[src/design/cord_pkg.sv]
package cord_pkg;
   localparam logic [3:0] ADDR_CLOCK_OUTPUT_DIVIDER = 4'h1;
   localparam logic [3:0] ADDR_TX_RATE_DIVIDER_HIGH = 4'h2;
   localparam logic [3:0] ADDR_TX_RATE_DIVIDER_LOW = 4'h3;
   localparam logic [3:0] ADDR_RX_RATE_DIVIDER_HIGH = 4'h4;
   localparam logic [3:0] ADDR_RX_RATE_DIVIDER_LOW = 4'h5;
   localparam logic [3:0] ADDR_RX_RATE_FACTOR = 4'h6;
   localparam logic [3:0] ADDR_RESERVED_SEVEN = 4'h7;
   localparam logic [3:0] ADDR_OSC_SETTLE_WAIT = 4'h8;
   localparam logic [7:0] RST_CLOCK_OUTPUT_DIVIDER = 8'h05;
   localparam logic [7:0] RST_TX_RATE_DIVIDER_HIGH = 8'h01;
   localparam logic [7:0] RST_TX_RATE_DIVIDER_LOW = 8'hF4;
   localparam logic [7:0] RST_RX_RATE_DIVIDER_HIGH = 8'h00;
   localparam logic [7:0] RST_RX_RATE_DIVIDER_LOW = 8'h14;
   localparam logic [7:0] RST_RX_RATE_FACTOR = 8'h7D;
   localparam logic [7:0] RST_RESERVED_SEVEN = 8'hFE;
   localparam logic [7:0] RST_OSC_SETTLE_WAIT = 8'h40;
   localparam int OSC_SEL_LSB = 5;
   localparam int CLK_MHZ = 100;
   localparam int WAIT_US_00 = 500;
   localparam int WAIT_US_01 = 250;
   localparam int WAIT_US_10 = 50;
   localparam int WAIT_US_11 = 10;
   localparam int WAIT_CYC_00 = WAIT_US_00 * CLK_MHZ;
   localparam int WAIT_CYC_01 = WAIT_US_01 * CLK_MHZ;
   localparam int WAIT_CYC_10 = WAIT_US_10 * CLK_MHZ;
   localparam int WAIT_CYC_11 = WAIT_US_11 * CLK_MHZ;
   localparam logic [7:0] DIV_CODE_24 = 8'h00;
   localparam logic [7:0] DIV_CODE_12 = 8'h01;
   localparam logic [7:0] DIV_CODE_8 = 8'h02;
   localparam logic [7:0] FACTOR_ZERO_AS = 8'h80;
   localparam int OSC_SEL_WIDTH = 2;
   localparam int RATE_HIGH_MSB = 3;
   localparam int FACTOR_MSB = 6;
   localparam int DIV_CODE_MSB = 4;
   localparam logic [3:0] DIV_STEP_ZEROS = 4'h0;
   localparam logic [8:0] DIV_PERIOD_24 = 9'h001;
   localparam logic [8:0] DIV_PERIOD_12 = 9'h002;
   localparam logic [8:0] DIV_PERIOD_8 = 9'h003;
   localparam logic [8:0] DIV_PERIOD_OFFSET = 9'h002;
   typedef struct packed {
      logic [11:0] tx_rate_divider;
      logic [11:0] rx_rate_divider;
      logic [7:0] rx_rate_factor;
   } cord_rates_t;
endpackage

[src/design/cord_top.sv]
// Decided for this implementation: the address-and-strobe port.
`timescale 1ns/1ps
// Behaviour
// - Codes 0,1,2 give divide by 1,2,3.
// - Other codes divide by sixteen times code bits 4:0 plus two.
// - Eight bit divider field, reset code five.
// - Twelve bit TX divider split high/low.
// - TX divider resets to 0x1F4.
// - Twelve bit RX divider, reset 0x014.
// - Seven bit RX factor, bit seven reserved.
// - Factor zero is used as 128.
// - Two bit settle select picks wait time.
// - Wait applies at start-up and sleep exit.
module cord_top
   import cord_pkg::*;
#(
   parameter int WAIT_00 = WAIT_CYC_00,
   parameter int WAIT_01 = WAIT_CYC_01,
   parameter int WAIT_10 = WAIT_CYC_10,
   parameter int WAIT_11 = WAIT_CYC_11
) (
   input wire logic sys_clk_i,
   input wire logic arst_n_i,
   input wire logic [3:0] addr_i,
   input wire logic [7:0] wdata_i,
   input wire logic wr_i,
   input wire logic rd_i,
   output logic [7:0] rdata_o,
   input wire logic master_clk_i,
   input wire logic sleep_i,
   output logic clock_ready_o,
   output logic external_clock_output_o,
   output cord_rates_t rates_o
);
   localparam int NUM_REGS = 8;

   logic [7:0] regs [1:8];
   logic wr_hit;
   logic rd_hit;
   logic sleep_s1;
   logic sleep_s2;
   logic mclk_s1;
   logic mclk_s2;
   logic mclk_d;
   logic mclk_rise;
   logic [11:0] tx_divider;
   logic [11:0] rx_divider;
   logic [7:0] factor_value;
   logic [15:0] wait_cnt;
   logic [15:0] wait_len;
   logic wait_done;
   logic settling;
   logic [8:0] div_cnt;
   logic [8:0] next_div_cnt;
   logic [8:0] div_period;
   logic [8:0] high_len;
   logic div_wrap;
   logic next_clock_out;

   // Offset check shared by the read and write decode.
   function automatic logic addr_mapped(input logic [3:0] addr);
      return (addr >= ADDR_CLOCK_OUTPUT_DIVIDER) && (addr <= ADDR_OSC_SETTLE_WAIT);
   endfunction

   function automatic logic [7:0] reg_reset(input logic [3:0] addr);
      logic [7:0] value;
      value = 8'h00;
      case (addr)
         ADDR_CLOCK_OUTPUT_DIVIDER: value = RST_CLOCK_OUTPUT_DIVIDER;
         ADDR_TX_RATE_DIVIDER_HIGH: value = RST_TX_RATE_DIVIDER_HIGH;
         ADDR_TX_RATE_DIVIDER_LOW: value = RST_TX_RATE_DIVIDER_LOW;
         ADDR_RX_RATE_DIVIDER_HIGH: value = RST_RX_RATE_DIVIDER_HIGH;
         ADDR_RX_RATE_DIVIDER_LOW: value = RST_RX_RATE_DIVIDER_LOW;
         ADDR_RX_RATE_FACTOR: value = RST_RX_RATE_FACTOR;
         ADDR_RESERVED_SEVEN: value = RST_RESERVED_SEVEN;
         ADDR_OSC_SETTLE_WAIT: value = RST_OSC_SETTLE_WAIT;
         default: value = 8'h00;
      endcase
      return value;
   endfunction

   // Join a high nibble and a low byte into one divider.
   function automatic logic [11:0] rate_join(input logic [7:0] high, input logic [7:0] low);
      return {high[RATE_HIGH_MSB:0], low};
   endfunction

   // Write decode.
   always_comb begin
      wr_hit = wr_i && addr_mapped(addr_i);
   end

   // Read decode.
   always_comb begin
      rd_hit = rd_i && addr_mapped(addr_i);
   end

   for (genvar g = 1; g <= NUM_REGS; g++) begin : g_reg
      localparam logic [3:0] OFFSET = 4'(g);
      localparam logic [7:0] RESET_VALUE = reg_reset(OFFSET);

      always_ff @(posedge sys_clk_i or negedge arst_n_i) begin
         if (!arst_n_i) begin
            regs[g] <= RESET_VALUE;
         end else if (wr_hit && (addr_i == OFFSET)) begin
            regs[g] <= wdata_i;
         end
      end
   end

   // Read data stands for one cycle only.
   always_ff @(posedge sys_clk_i or negedge arst_n_i) begin
      if (!arst_n_i) begin
         rdata_o <= 8'h00;
      end else if (rd_hit) begin
         rdata_o <= regs[addr_i];
      end else begin
         rdata_o <= 8'h00;
      end
   end

   always_comb begin
      tx_divider = rate_join(regs[ADDR_TX_RATE_DIVIDER_HIGH], regs[ADDR_TX_RATE_DIVIDER_LOW]);
      rx_divider = rate_join(regs[ADDR_RX_RATE_DIVIDER_HIGH], regs[ADDR_RX_RATE_DIVIDER_LOW]);
   end

   always_comb begin
      if (regs[ADDR_RX_RATE_FACTOR][FACTOR_MSB:0] == '0) begin
         factor_value = FACTOR_ZERO_AS;
      end else begin
         factor_value = {1'b0, regs[ADDR_RX_RATE_FACTOR][FACTOR_MSB:0]};
      end
   end

   // Rate outputs follow the registers.
   always_ff @(posedge sys_clk_i or negedge arst_n_i) begin
      if (!arst_n_i) begin
         rates_o <= '0;
      end else begin
         rates_o.tx_rate_divider <= tx_divider;
         rates_o.rx_rate_divider <= rx_divider;
         rates_o.rx_rate_factor <= factor_value;
      end
   end

   // Sleep synchroniser, held asleep in reset.
   always_ff @(posedge sys_clk_i or negedge arst_n_i) begin
      if (!arst_n_i) begin
         sleep_s1 <= 1'b1;
         sleep_s2 <= 1'b1;
      end else begin
         sleep_s1 <= sleep_i;
         sleep_s2 <= sleep_s1;
      end
   end

   // Master clock synchroniser.
   always_ff @(posedge sys_clk_i or negedge arst_n_i) begin
      if (!arst_n_i) begin
         mclk_s1 <= 1'b0;
         mclk_s2 <= 1'b0;
      end else begin
         mclk_s1 <= master_clk_i;
         mclk_s2 <= mclk_s1;
      end
   end

   // Master clock history for edge detection.
   always_ff @(posedge sys_clk_i or negedge arst_n_i) begin
      if (!arst_n_i) begin
         mclk_d <= 1'b0;
      end else begin
         mclk_d <= mclk_s2;
      end
   end

   always_comb begin
      mclk_rise = mclk_s2 && !mclk_d;
   end

   always_comb begin
      case (regs[ADDR_OSC_SETTLE_WAIT][OSC_SEL_LSB +: OSC_SEL_WIDTH])
         2'h0: begin
            wait_len = 16'(WAIT_00);
         end
         2'h1: begin
            wait_len = 16'(WAIT_01);
         end
         2'h2: begin
            wait_len = 16'(WAIT_10);
         end
         default: begin
            wait_len = 16'(WAIT_11);
         end
      endcase
   end

   always_comb begin
      wait_done = (wait_cnt + 16'h0001) >= wait_len;
   end

   always_ff @(posedge sys_clk_i or negedge arst_n_i) begin
      if (!arst_n_i) begin
         wait_cnt <= 16'h0000;
      end else if (sleep_s2) begin
         wait_cnt <= 16'h0000;
      end else if (settling) begin
         wait_cnt <= wait_cnt + 16'h0001;
      end
   end

   always_ff @(posedge sys_clk_i or negedge arst_n_i) begin
      if (!arst_n_i) begin
         settling <= 1'b1;
      end else if (sleep_s2) begin
         settling <= 1'b1;
      end else if (settling && wait_done) begin
         settling <= 1'b0;
      end
   end

   always_ff @(posedge sys_clk_i or negedge arst_n_i) begin
      if (!arst_n_i) begin
         clock_ready_o <= 1'b0;
      end else if (sleep_s2) begin
         clock_ready_o <= 1'b0;
      end else if (settling && wait_done) begin
         clock_ready_o <= 1'b1;
      end
   end

   always_comb begin
      case (regs[ADDR_CLOCK_OUTPUT_DIVIDER])
         DIV_CODE_24: begin
            div_period = DIV_PERIOD_24;
         end
         DIV_CODE_12: begin
            div_period = DIV_PERIOD_12;
         end
         DIV_CODE_8: begin
            div_period = DIV_PERIOD_8;
         end
         default: begin
            div_period = {regs[ADDR_CLOCK_OUTPUT_DIVIDER][DIV_CODE_MSB:0], DIV_STEP_ZEROS}
                         + DIV_PERIOD_OFFSET;
         end
      endcase
   end

   always_comb begin
      high_len = div_period >> 1;
   end

   // The period ends on this edge.
   always_comb begin
      div_wrap = (div_cnt + 9'h001) >= div_period;
   end

   // Next counter and output level.
   always_comb begin
      if (div_wrap) begin
         next_div_cnt = 9'h000;
      end else begin
         next_div_cnt = div_cnt + 9'h001;
      end
      next_clock_out = div_wrap || ((div_cnt + 9'h001) < high_len);
   end

   // Count synchronised master clock edges.
   always_ff @(posedge sys_clk_i or negedge arst_n_i) begin
      if (!arst_n_i) begin
         div_cnt <= 9'h000;
      end else if (!clock_ready_o) begin
         div_cnt <= 9'h000;
      end else if ((div_period != DIV_PERIOD_24) && mclk_rise) begin
         div_cnt <= next_div_cnt;
      end
   end

   always_ff @(posedge sys_clk_i or negedge arst_n_i) begin
      if (!arst_n_i) begin
         external_clock_output_o <= 1'b0;
      end else if (!clock_ready_o) begin
         external_clock_output_o <= 1'b0;
      end else if (div_period == DIV_PERIOD_24) begin
         external_clock_output_o <= mclk_s2;
      end else if (mclk_rise) begin
         external_clock_output_o <= next_clock_out;
      end
   end
endmodule

[config.mk]
export PLATFORM = sky130hd
export DESIGN_NAME = cord_top
export DESIGN_NICKNAME = d
export VERILOG_FILES = /design/src/design/cord_pkg.sv /design/src/design/cord_top.sv
export SDC_FILE = /design/constraint.sdc
export NUM_CORES = 1
export LEC_CHECK = 0
export BUFFER_PORTS_ARGS = -buffer_cell sky130_fd_sc_hd__buf_2
export CAP_MARGIN = 20
export CORE_MARGIN = 2
export CORE_UTILIZATION = 45
export DETAILED_ROUTE_END_ITERATION = 10
export PLACE_DENSITY_LB_ADDON = 0.2
export SLEW_MARGIN = 20
export SYNTH_ARGS = -nofsm -noshare
export SYNTH_HDL_FRONTEND = slang
export SYNTH_SLANG_ARGS = --single-unit
export TNS_END_PERCENT = 10
[constraint.sdc]
create_clock -name sys_clk_i -period 8.4 [get_ports sys_clk_i]
set_clock_uncertainty 0.05 [all_clocks]
set_input_delay 0.84 -clock sys_clk_i [delete_from_list [all_inputs] [get_ports sys_clk_i]]
set_output_delay 0.84 -clock sys_clk_i [all_outputs]
set_load 0.03 [all_outputs]
==> results of run 1 <==
sequential cells by signal, summed over array words and instances, names as in the netlist:
register,flops
regs,64
rates_o,32
wait_cnt,16
div_cnt,9
rdata_o,8
clock_ready_o,1
external_clock_output_o,1
mclk_d,1
mclk_s1,1
mclk_s2,1
settling,1
sleep_s1,1
sleep_s2,1
worst paths after layout:
path	from	end	slack (ns)
min in group asynchronous	arst_n_i	wait_cnt[8]	0.34
worst min-delay path	sleep_s1	sleep_s2	0.31
worst max-delay path	div_cnt[0]	div_cnt[6]	5.03
worst max register to register	div_cnt[0]	div_cnt[6]	5.03
worst min register to register	sleep_s1	sleep_s2	0.31
max in group asynchronous	arst_n_i	rates_o[19]	6.58
metal layers:
metal  vias up  track usage
met1      2206        0.246
li1       2043            -
met5         -            0
met2        69        0.299
met3        10       0.0438
met4         0       0.0668
per-stage QoR:
step	std cells	util	hold slack [ns]	power, mW
global placement	752	0.496	0.296	1.21
finish	784	0.537	0.306	1.94
detailed placement	752	0.496	0.289	1.22
floorplan	540	-	0.281	1.11
CTS	784	0.537	0.308	1.96
global route	784	0.537	0.303	2.04
placed cells by master (no fill, tap or decap), types with 3 or more instances in the layout:
| cell | n |
|---|---|
| dfstp_2 | 27 |
| a21o_1 | 5 |
| xnor2_1 | 12 |
| nand4_1 | 9 |
| clkinvlp_4 | 4 |
| inv_6 | 4 |
| mux2_2 | 66 |
| nor3_1 | 5 |
| buf_2 | 58 |
| and3_1 | 6 |
| o22ai_1 | 4 |
| clkbuf_16 | 17 |
| nand3_1 | 14 |
| ha_1 | 27 |
| mux2i_1 | 7 |
| o21ai_0 | 17 |
| nor2_1 | 31 |
| o21a_1 | 3 |
| inv_1 | 15 |
| xor2_1 | 16 |
| mux4_2 | 8 |
| nor4_1 | 5 |
| a21oi_1 | 24 |
| and2_1 | 7 |
| nor2b_1 | 4 |
| a221oi_1 | 4 |
| or3_1 | 7 |
| nand2_1 | 34 |
| nand2b_1 | 5 |
| dfrtp_1 | 110 |
| a211oi_1 | 5 |
| a22o_1 | 3 |
| nand3b_1 | 4 |
area by class of cell:
class,instances,share of cell area
clock buffer,19,0.0576
clock inverter,13,0.0192
inverter,15,0.00750
multi-input combinational,360,0.384
sequential,137,0.461
tap,180,0.0300
timing repair buffer,60,0.0411
power by group through the flow:
stage | Combinational (mW) | Clock (mW) | Sequential, mW
floorplan | 0.177 | 0 | 0.932
global placement | 0.336 | 0 | 0.875
detailed placement | 0.345 | 0 | 0.880
CTS | 0.347 | 0.745 | 0.870
global route | 0.375 | 0.777 | 0.886
finish | 0.342 | 0.730 | 0.869
critical path, cell delays in order, from the launching register on:
cell	delay [ns]
dfrtp_1	0.45
ha_1	0.26
nand3_1	0.20
nor2_1	0.37
xor2_1	0.15
ha_1	0.23
or4_1	0.41
a211o_1	0.30
o22ai_1	0.23
o211ai_4	0.18
nor4b_1	0.32
a221o_2	0.16
kinds of logic after synthesis:
group,after synthesis
buffers and inverters,43
flip-flops,137
AO/OA/AOI/OAI,81
adder cells (fa/ha/maj),28
multiplexers,81
AND/OR/NAND/NOR,142
XOR/XNOR,28
==> flow_metrics.py, run 1 <==
metrics = {
    "yosys": {
        "synth_compound_area_frac": 0.0854,
        "seq_area_frac_synth": 0.532,
        "synth-seq-cells": 137,
        "synthTopCellsByArea": "dfrtp_1 (42%), mux2_2 (11%), dfstp_2 (11%), ha_1 (5.2%), mux4_2 (2.8%)",
        "synth_top_family_by_area": "multiplexers",
        "synth_area_sq_um": 6510,
        "synth_nets": 585,
        "yosysMostFrequentCell": "dfrtp_1",
        "synth_edf_count": 0,
        "synthCells": 540,
        "synthMuxAreaShare": 0.153,
        "postSynthAreaPerCell_sq_um": 12.1,
        "synth_common_cells": "dfrtp_1 (110), mux2_2 (66), nand2_1 (34)",
        "yosys.area.top_type_share": 0.423,
        "synthFlopType": "dfrtp_1",
        "synth-xor-area-share": 0.0377,
        "yosysUniqueCellTypes": 53,
        "yosys.area.top_type": "dfrtp_1",
        "ys_warn_count": 0,
        "synth-simple-area-share": 0.114,
        "yosys.area_share.adder": 0.0534,
        "async_flop_share": 1.00,
    },
    "timing": {
        "setup_violations": 0,
        "rsz0062_at_grt": "false",
        "fin_crit_sh": 0.401,
        "layout_setup_ws_ns": 5.03,
        "hold_viol": 0,
        "max_slew.worst_pin.slew_ns": 0.935,
        "fin_setup_tns_ns": 0,
        "max_freq_mhz": 297,
        "slew_violations": 0,
        "fin_crit_ns": 3.37,
        "slew_headroom": 0.377,
    },
    "cells_and_area": {
        "final.fill_count": 1226,
        "register_area_sq_um": 3460,
        "layout-drive-gt1-share": 0.331,
        "final_area_sq_um": 7510,
        "syn2layout_area_growth_pct": 15.4,
        "n_antenna_cell": 0,
        "final_nets": 636,
        "multi_input_area_sq_um": 2880,
    },
    "routing": {
        "drt_first_pass_iters": 4,
        "drt-total-wl_um": 13700,
        "drc": 0,
        "met3WireLength_um": 409,
        "wl_per_cell_um": 17.4,
        "dr_wl_met2_um": 6760,
        "vias": 4328,
        "wl_met1_um": 6390,
        "drtIter0Drc": 321,
        "ant_nets": 0,
        "highest_layer": "met4",
        "via_per_inst": 5.52,
    },
    "place": {
        "dp_hpwl_um": 9310,
        "pre_cts_ws_ns": 5.09,
        "io_buffers": 59,
        "placed_area_sq_um": 6930,
        "place.gp.congestion": 0.773,
    },
    "clock_tree": {
        "clock_path_buffers": 2,
        "cts_resized": 0,
        "clockRootBuffer": "clkbuf_16",
        "clk_latency_ns": 0.43,
        "path_clk_slew_ns": 0.06,
        "cts_buffers": 17,
        "cts_tree": "built",
        "postCtsSetupBuffers": 0,
        "cts_sinks": 137,
        "ctsHoldBuffers": 0,
        "cts_htree_levels": 4,
    },
    "global_routing": {
        "grt_antenna_before_repair": 0,
        "grt_pass1_vias": 4514,
        "grt-ovfl-total": 0,
        "grt_pass1_wl_um": 23000,
        "grt.total_usage": 0.186,
        "grt_max_degree": 78,
    },
    "floorplan": {
        "pin_count": 60,
        "dieArea_sq_um": 15400,
        "core-area_sq_um": 14000,
        "die_h_um": 124,
        "rows": 43,
        "die_w_um": 124,
        "start_util": 0.465,
    },
    "setup_path": {
        "critPathKind": "register to register",
        "cp-end-kind": "register",
        "cp.arrival_ns": 3.67,
        "critPathRequiredTime_ns": 8.70,
        "r2r_cells": 11,
        "path_max_fanout": 8,
        "start_kind": "register",
    },
    "power": {
        "leakagePower_nw": 3.46,
        "ir_drop_v": 0.000171,
        "clkPwrFrac": 0.376,
        "seqPwrFrac": 0.448,
        "p_comb_frac": 0.176,
        "cellPowerDensity_nw_per_um2": 258,
        "switching_power_mw": 0.564,
        "intPower_mw": 1.38,
        "swShare": 0.291,
    },
    "job": {
        "drv_cap": 0,
    },
    "run_status": {
        "status": "finished, final reports clean",
    },
    "worst_hold_path": {
        "hp-class": "register to register",
        "hold_path_depth": 0,
    },
}
No activity file was read; power rests on OpenSTA's default activity.
==> run 2: changes to the inputs <==
--- a/config.mk
+++ b/config.mk
@@ -5,6 +5,7 @@
 export SDC_FILE = /design/constraint.sdc
 export NUM_CORES = 1
 export LEC_CHECK = 0
+export ABC_AREA = 1
 export BUFFER_PORTS_ARGS = -buffer_cell sky130_fd_sc_hd__buf_2
 export CAP_MARGIN = 20
 export CORE_MARGIN = 2
==> constraint.sdc (replaced) <==
create_clock -name sys_clk_i -period 3.1 [get_ports sys_clk_i]
set_clock_uncertainty 0.05 [all_clocks]
set_input_delay 0.31 -clock sys_clk_i [delete_from_list [all_inputs] [get_ports sys_clk_i]]
set_output_delay 0.31 -clock sys_clk_i [all_outputs]
set_load 0.03 [all_outputs]
==> flow_metrics.py, run 2 <==
metrics = {
    "yosys": {
        "synthTopCellsByArea": "dfrtp_1 (42%), dfstp_2 (11%), nand2_1 (8.0%), inv_1 (5.2%), ha_1 (5.1%)",
        "synth_area_sq_um": 6580,
        "ys_warn_count": 0,
        "synth-xor-area-share": 0.0198,
        "yosys.area.top_type_share": 0.418,
        "yosys.area.top_type": "dfrtp_1",
        "yosys.area_share.adder": 0.0514,
        "synth_edf_count": 0,
        "synthCells": 700,
        "synth_common_cells": "nand2_1 (141), dfrtp_1 (110), inv_1 (91)",
        "synth_compound_area_frac": 0.147,
        "async_flop_share": 1.00,
        "synthFlopType": "dfrtp_1",
        "postSynthAreaPerCell_sq_um": 9.40,
        "yosysUniqueCellTypes": 44,
        "seq_area_frac_synth": 0.526,
        "synth-simple-area-share": 0.184,
        "synth_top_family_by_area": "simple AND/OR/NAND/NOR gates",
        "synth_nets": 745,
        "synthMuxAreaShare": 0,
        "synth-seq-cells": 137,
        "yosysMostFrequentCell": "nand2_1",
    },
    "setup_path": {
        "crit_path_max_incr_delay_ns": 0.39,
        "crit_path_cell_trace": "nand2_1 -> nor2_1 -> nand2_1 -> nor2_1 -> nand3_1 -> nor2_1 -> nand3_1 -> xor2_1 -> inv_1 -> ha_1 -> nand2_1 -> inv_1 -> nand3_1 -> inv_1 -> nand4_1 -> nand3_1 -> nand3_1 -> nand2_1",
        "cp-end-kind": "register",
        "reg2reg_to": "clock_ready_o",
        "slowest_stage": "dfrtp_1",
        "start_kind": "register",
        "critPathRequiredTime_ns": 3.36,
        "cp.arrival_ns": 2.90,
        "critPathKind": "register to register",
        "cpMostUsedCell": "nand3_1",
        "rrSetupSlack_ns": 0.46,
        "r2r-start": "wait_cnt[3]",
        "path_max_fanout": 3,
        "r2r_cells": 18,
    },
    "global_routing": {
        "grt_pass1_wl_um": 26000,
        "grt_antenna_before_repair": 0,
        "grt_max_degree": 80,
        "grt-ovfl-total": 0,
        "grt_pass1_vias": 5108,
        "grt.total_usage": 0.211,
    },
    "clock_tree": {
        "cts_tree": "built",
        "clock_path_buffers": 2,
        "cts_buffers": 17,
        "path_clk_slew_ns": 0.06,
        "clockRootBuffer": "clkbuf_16",
        "cts_sinks": 137,
        "cts_htree_levels": 4,
        "postCtsSetupBuffers": 0,
        "clk_latency_ns": 0.42,
    },
    "power": {
        "total_power_mw": 5.41,
        "ir_drop_v": 0.000560,
        "leakagePower_nw": 3.66,
        "cellPowerDensity_nw_per_um2": 706,
    },
    "timing": {
        "setup_violations": 0,
        "slew_violations": 0,
        "fin_crit_sh": 0.852,
        "hold_viol": 0,
        "fin_crit_ns": 2.64,
        "fin_setup_tns_ns": 0,
        "slew_headroom": 0.445,
        "max_freq_mhz": 379,
        "layout_setup_ws_ns": 0.459,
        "max_slew.worst_pin.slew_ns": 0.831,
        "rsz0062_at_grt": "false",
    },
    "cells_and_area": {
        "final_common_cell": "nand2_1",
        "final_cell_mix": "nand2_1 (141), dfrtp_1 (110), inv_1 (91)",
        "final_nets": 808,
        "fin_util": 0.531,
        "largest_reg_flops": 64,
        "fin_cells": 960,
        "largestRegisters": "regs: 64 flops, rates_o: 32 flops, wait_cnt: 16 flops",
        "layout-drive-gt1-share": 0.206,
        "syn2layout_area_growth_pct": 16.5,
        "n_antenna_cell": 0,
        "top_register": "regs",
        "final.fill_count": 1301,
    },
    "floorplan": {
        "die_h_um": 125,
        "rows": 44,
        "start_util": 0.456,
        "die_w_um": 125,
        "dieArea_sq_um": 15600,
        "pin_count": 60,
        "core-area_sq_um": 14400,
    },
    "place": {
        "numPlacedInstances": 925,
        "pre_cts_ws_ns": 0.531,
        "io_buffers": 59,
        "place.gp.congestion": 0.878,
        "dp_hpwl_um": 11200,
    },
    "run_status": {
        "status": "finished, final reports clean",
    },
    "routing": {
        "drtIter0Drc": 439,
        "ant_nets": 0,
        "via_per_inst": 5.33,
        "vias": 5115,
        "drt-total-wl_um": 15800,
        "wl_per_cell_um": 16.5,
        "drc": 0,
        "drt_first_pass_iters": 5,
    },
    "worst_hold_path": {
        "hp-class": "input pin to register",
        "hold_path_depth": 3,
        "hold_end": "regs[48]",
        "hp-start": "wdata_i[0]",
    },
    "job": {
        "drv_cap": 0,
    },
}
[run 2: cell types whose count changed after synthesis, moves of 14 or more]
cell and delta:
nand2_1 +107, o221ai_1 +14, o21ai_1 +19, o21a_1 +22, mux2_2 -66, o21ai_0 +24, inv_1 +76
[run 2: worst max path at each step]
stage,from,endpoint,cells past startpoint
2_1_floorplan,wait_cnt[3],clock_ready_o,18
3_3_place_gp,wait_cnt[3],clock_ready_o,18
3_5_place_dp,wait_cnt[3],clock_ready_o,18
4_1_cts,wait_cnt[3],clock_ready_o,18
6_report,wait_cnt[3],clock_ready_o,18
5_1_grt,wait_cnt[0],clock_ready_o,18
[run 2: cell families (layout without fill, tap and decap cells)]
family,after synthesis,in the layout
flops,137,137
compound gates,152,152
buf+inv,118,194
simple gates,252,252
fa+ha+maj,27,27
xor+xnor,14,14
[run 2: critical path: cells and delay by family, from the launching register on]
family | cells | cell delay [ns]
DFF | 1 | 0.39
and+or+nand+nor | 13 | 1.40
buffers and inverters | 3 | 0.18
xor gates and xnor gates | 1 | 0.21
adders and majority gates | 1 | 0.31
[run 2: metal layers]
layer | wire [um] | global-route usage | vias to the layer above | part of all wire
li1 | - | - | 2450 | -
met1 | 7240 | 0.286 | 2487 | 0.46
met2 | 7390 | 0.331 | 144 | 0.47
met3 | 769 | 0.0541 | 34 | 0.049
met4 | 449 | 0.0784 | 0 | 0.028
met5 | 0 | 0 | - | 0
[run 2: where the power goes]
group / total (mW) / leakage (nW) / internal [mW] / switching (mW)
sequential: 2.36 / 1.66 / 2.17 / 0.193
combinational: 0.944 / 1.70 / 0.312 / 0.632
clock: 2.11 / 0.299 / 1.24 / 0.863
total: 5.41 / 3.66 / 3.73 / 1.69
[run 2: timing repair]
item                                   in CTS  in global routing
endpoints found under the hold margin      57                  0
resized for setup                           0                  0
hold buffers                                3                  0
[run 2: area by class of cell]
class / instances / area (sq um) / share of cell area
sequential: 137 / 3460 / 0.452
multi-input combinational: 445 / 2650 / 0.345
clock buffer: 18 / 439 / 0.0573
inverter: 97 / 364 / 0.0475
timing repair buffer: 65 / 354 / 0.0462
tap: 184 / 230 / 0.0300
clock inverter: 14 / 171 / 0.0224
[run 2: stage by stage]
step                cell area [sq um]  hold WS (ns)
finish                           7670         0.114
global route                     7670         0.111
CTS                              7670        0.0952
detailed placement               7030         0.298
global placement                 7030         0.286
floorplan                        6580       -0.0356
==> run 3: changes to the inputs <==
--- a/config.mk
+++ b/config.mk
@@ -10,6 +10,7 @@
 export CAP_MARGIN = 20
 export CORE_MARGIN = 2
 export CORE_UTILIZATION = 45
+export CTS_BUF_LIST = sky130_fd_sc_hd__clkbuf_2
 export DETAILED_ROUTE_END_ITERATION = 10
 export PLACE_DENSITY_LB_ADDON = 0.2
 export SLEW_MARGIN = 20
==> constraint.sdc (replaced) <==
create_clock -name sys_clk_i -period 2.8 [get_ports sys_clk_i]
set_clock_uncertainty 0.05 [all_clocks]
set_input_delay 0.28 -clock sys_clk_i [delete_from_list [all_inputs] [get_ports sys_clk_i]]
set_output_delay 0.28 -clock sys_clk_i [all_outputs]
set_load 0.03 [all_outputs]
==> flow_metrics.py, run 3 (synthesis results as in run 2) <==
metrics = {
    "floorplan": {
        "die_h_um": 125,
        "start_util": 0.456,
        "dieArea_sq_um": 15600,
        "rows": 44,
        "core-area_sq_um": 14400,
        "pin_count": 60,
        "die_w_um": 125,
    },
    "routing": {
        "drtIter0Drc": 441,
        "drt-total-wl_um": 15600,
        "drc": 0,
        "met3WireLength_um": 793,
        "via_per_inst": 5.26,
        "highest_layer": "met4",
        "vias": 5141,
        "wl_met1_um": 7140,
        "drt_first_pass_iters": 5,
        "wl_per_cell_um": 16.0,
        "dr_wl_met2_um": 7210,
        "ant_nets": 0,
    },
    "setup_path": {
        "path_max_fanout": 5,
        "slowest_stage": "dfrtp_2",
        "cp.arrival_ns": 3.06,
        "cpMostUsedCell": "nand2_1",
        "crit_path_max_incr_delay_ns": 0.44,
        "start_kind": "register",
        "r2r_cells": 17,
        "cp-end-kind": "register",
        "cp_num_buf_inv": 1,
        "crit_family": "simple AND/OR/NAND/NOR gates",
        "path_depth": 17,
        "crit_path_cell_trace": "ha_1 -> nand3_1 -> nor2_2 -> nand3_2 -> nand2_1 -> inv_1 -> ha_1 -> nand2_1 -> nor2_1 -> nand4_1 -> nor2_1 -> nor2_1 -> nand2_1 -> nor2_4 -> nand2_1 -> nand2_1 -> nand2_1",
        "critPathKind": "register to register",
        "critPathRequiredTime_ns": 3.31,
    },
    "global_routing": {
        "grt-ovfl-total": 0,
        "grt_pass1_wl_um": 25800,
        "grt_max_degree": 61,
        "grt_antenna_before_repair": 0,
        "grt_pass1_vias": 5122,
        "grt.total_usage": 0.207,
    },
    "cells_and_area": {
        "syn2layout_area_growth_pct": 13.0,
        "largest_reg_flops": 64,
        "layout-drive-gt1-share": 0.210,
        "final_nets": 826,
        "fin_cells": 978,
        "largestRegisters": "regs: 64 flops, rates_o: 32 flops, wait_cnt: 16 flops",
        "final_cell_mix": "nand2_1 (141), dfrtp_1 (109), inv_1 (91)",
        "final.fill_count": 1366,
        "n_antenna_cell": 0,
        "final_common_cell": "nand2_1",
        "top_register": "regs",
    },
    "run_status": {
        "status": "finished, final reports clean",
    },
    "timing": {
        "fin_crit_sh": 0.908,
        "max_slew.worst_pin.slew_ns": 0.759,
        "hold_viol": 0,
        "max_freq_mhz": 393,
        "setup_violations": 0,
        "finalHoldWorstSlack_ns": 0.0526,
        "slew_violations": 0,
        "slew_headroom": 0.494,
        "fin_setup_tns_ns": 0,
        "fin_crit_ns": 2.54,
    },
    "clock_tree": {
        "clockRootBuffer": "clkbuf_2",
        "clk_latency_ns": 0.69,
        "cts_htree_levels": 4,
        "clock_path_buffers": 2,
        "cts_tree": "built",
        "cts_sinks": 137,
        "cts_buffers": 17,
        "path_clk_slew_ns": 0.22,
    },
    "place": {
        "dp_hpwl_um": 11400,
        "io_buffers": 59,
        "place.gp.congestion": 0.903,
        "numPlacedInstances": 926,
    },
    "power": {
        "cellPowerDensity_nw_per_um2": 625,
        "ir_drop_v": 0.000508,
        "leakagePower_nw": 3.57,
    },
    "worst_hold_path": {
        "hp-class": "input pin to async pin",
    },
    "job": {
        "drv_cap": 0,
    },
}
-- run 3: changes by cell type in the layout (fill, tap and decap cells not counted), moves of 2 or more --
| cell | delta |
|---|---|
| inv_6 | -5 |
| clkinv_2 | +4 |
| nor2_2 | +2 |
| clkinvlp_4 | +2 |
| clkbuf_16 | -17 |
| buf_4 | +3 |
| clkbuf_2 | +20 |
| inv_8 | -3 |
| nor2_1 | -3 |
| bufinv_16 | -2 |
| dlygate4sd3_1 | +14 |
-- run 3: path summary, 6_finish.rpt --
path                             from                 endpoint  slack, ns
setup / recovery           div_cnt[0]  external_clock_output_o       0.26
hold / removal               arst_n_i               div_cnt[0]       0.05
setup reg to reg           div_cnt[0]  external_clock_output_o       0.26
hold reg to reg              sleep_s1                 sleep_s2       0.31
max in group asynchronous    arst_n_i                 regs[22]       1.86
min in group sys_clk_i           wr_i                 regs[58]       0.10
-- run 3: per-layer routing --
layer,vias up,GRT usage
li1,2483,-
met1,2482,0.284
met2,148,0.325
met3,28,0.0442
met4,0,0.0824
met5,-,0
-- run 3: area by class of cell --
| cell class | count | area (sq um) | area share |
|---|---|---|---|
| Sequential cell | 137 | 3460 | 0.466 |
| Multi-Input combinational cell | 445 | 2660 | 0.358 |
| Timing Repair Buffer | 83 | 537 | 0.0722 |
| Inverter | 97 | 364 | 0.0490 |
| Tap cell | 184 | 230 | 0.0310 |
| Clock buffer | 20 | 100 | 0.0135 |
| Clock inverter | 12 | 81.3 | 0.0109 |
-- run 3: what timing repair did --
action / in CTS / in global routing
hold buffers: 17 / 0
buffers inserted: 0 / 3
endpoints found under the setup margin: 0 / 7
resized for setup: 0 / 5
endpoints found under the hold margin: 182 / 0
-- run 3: report_power, final --
part           internal (mW)  switching, mW  total, mW
Clock                  0.239          0.736      0.976
Sequential              2.40          0.207       2.60
Combinational          0.361          0.703       1.06
Total                   3.00           1.65       4.64
-- run 3: through the flow --
step | power (mW) | setup slack [ns] | utilization | area, sq um
after floorplan | 3.31 | 0.501 | - | 6580
final | 4.64 | 0.256 | 0.515 | 7430
after CTS | 4.69 | 0.135 | 0.513 | 7400
after global placement | 3.66 | 0.310 | 0.488 | 7050
after global routing | 4.92 | -0.0000437 | 0.515 | 7430
after detailed placement | 3.69 | 0.200 | 0.488 | 7050
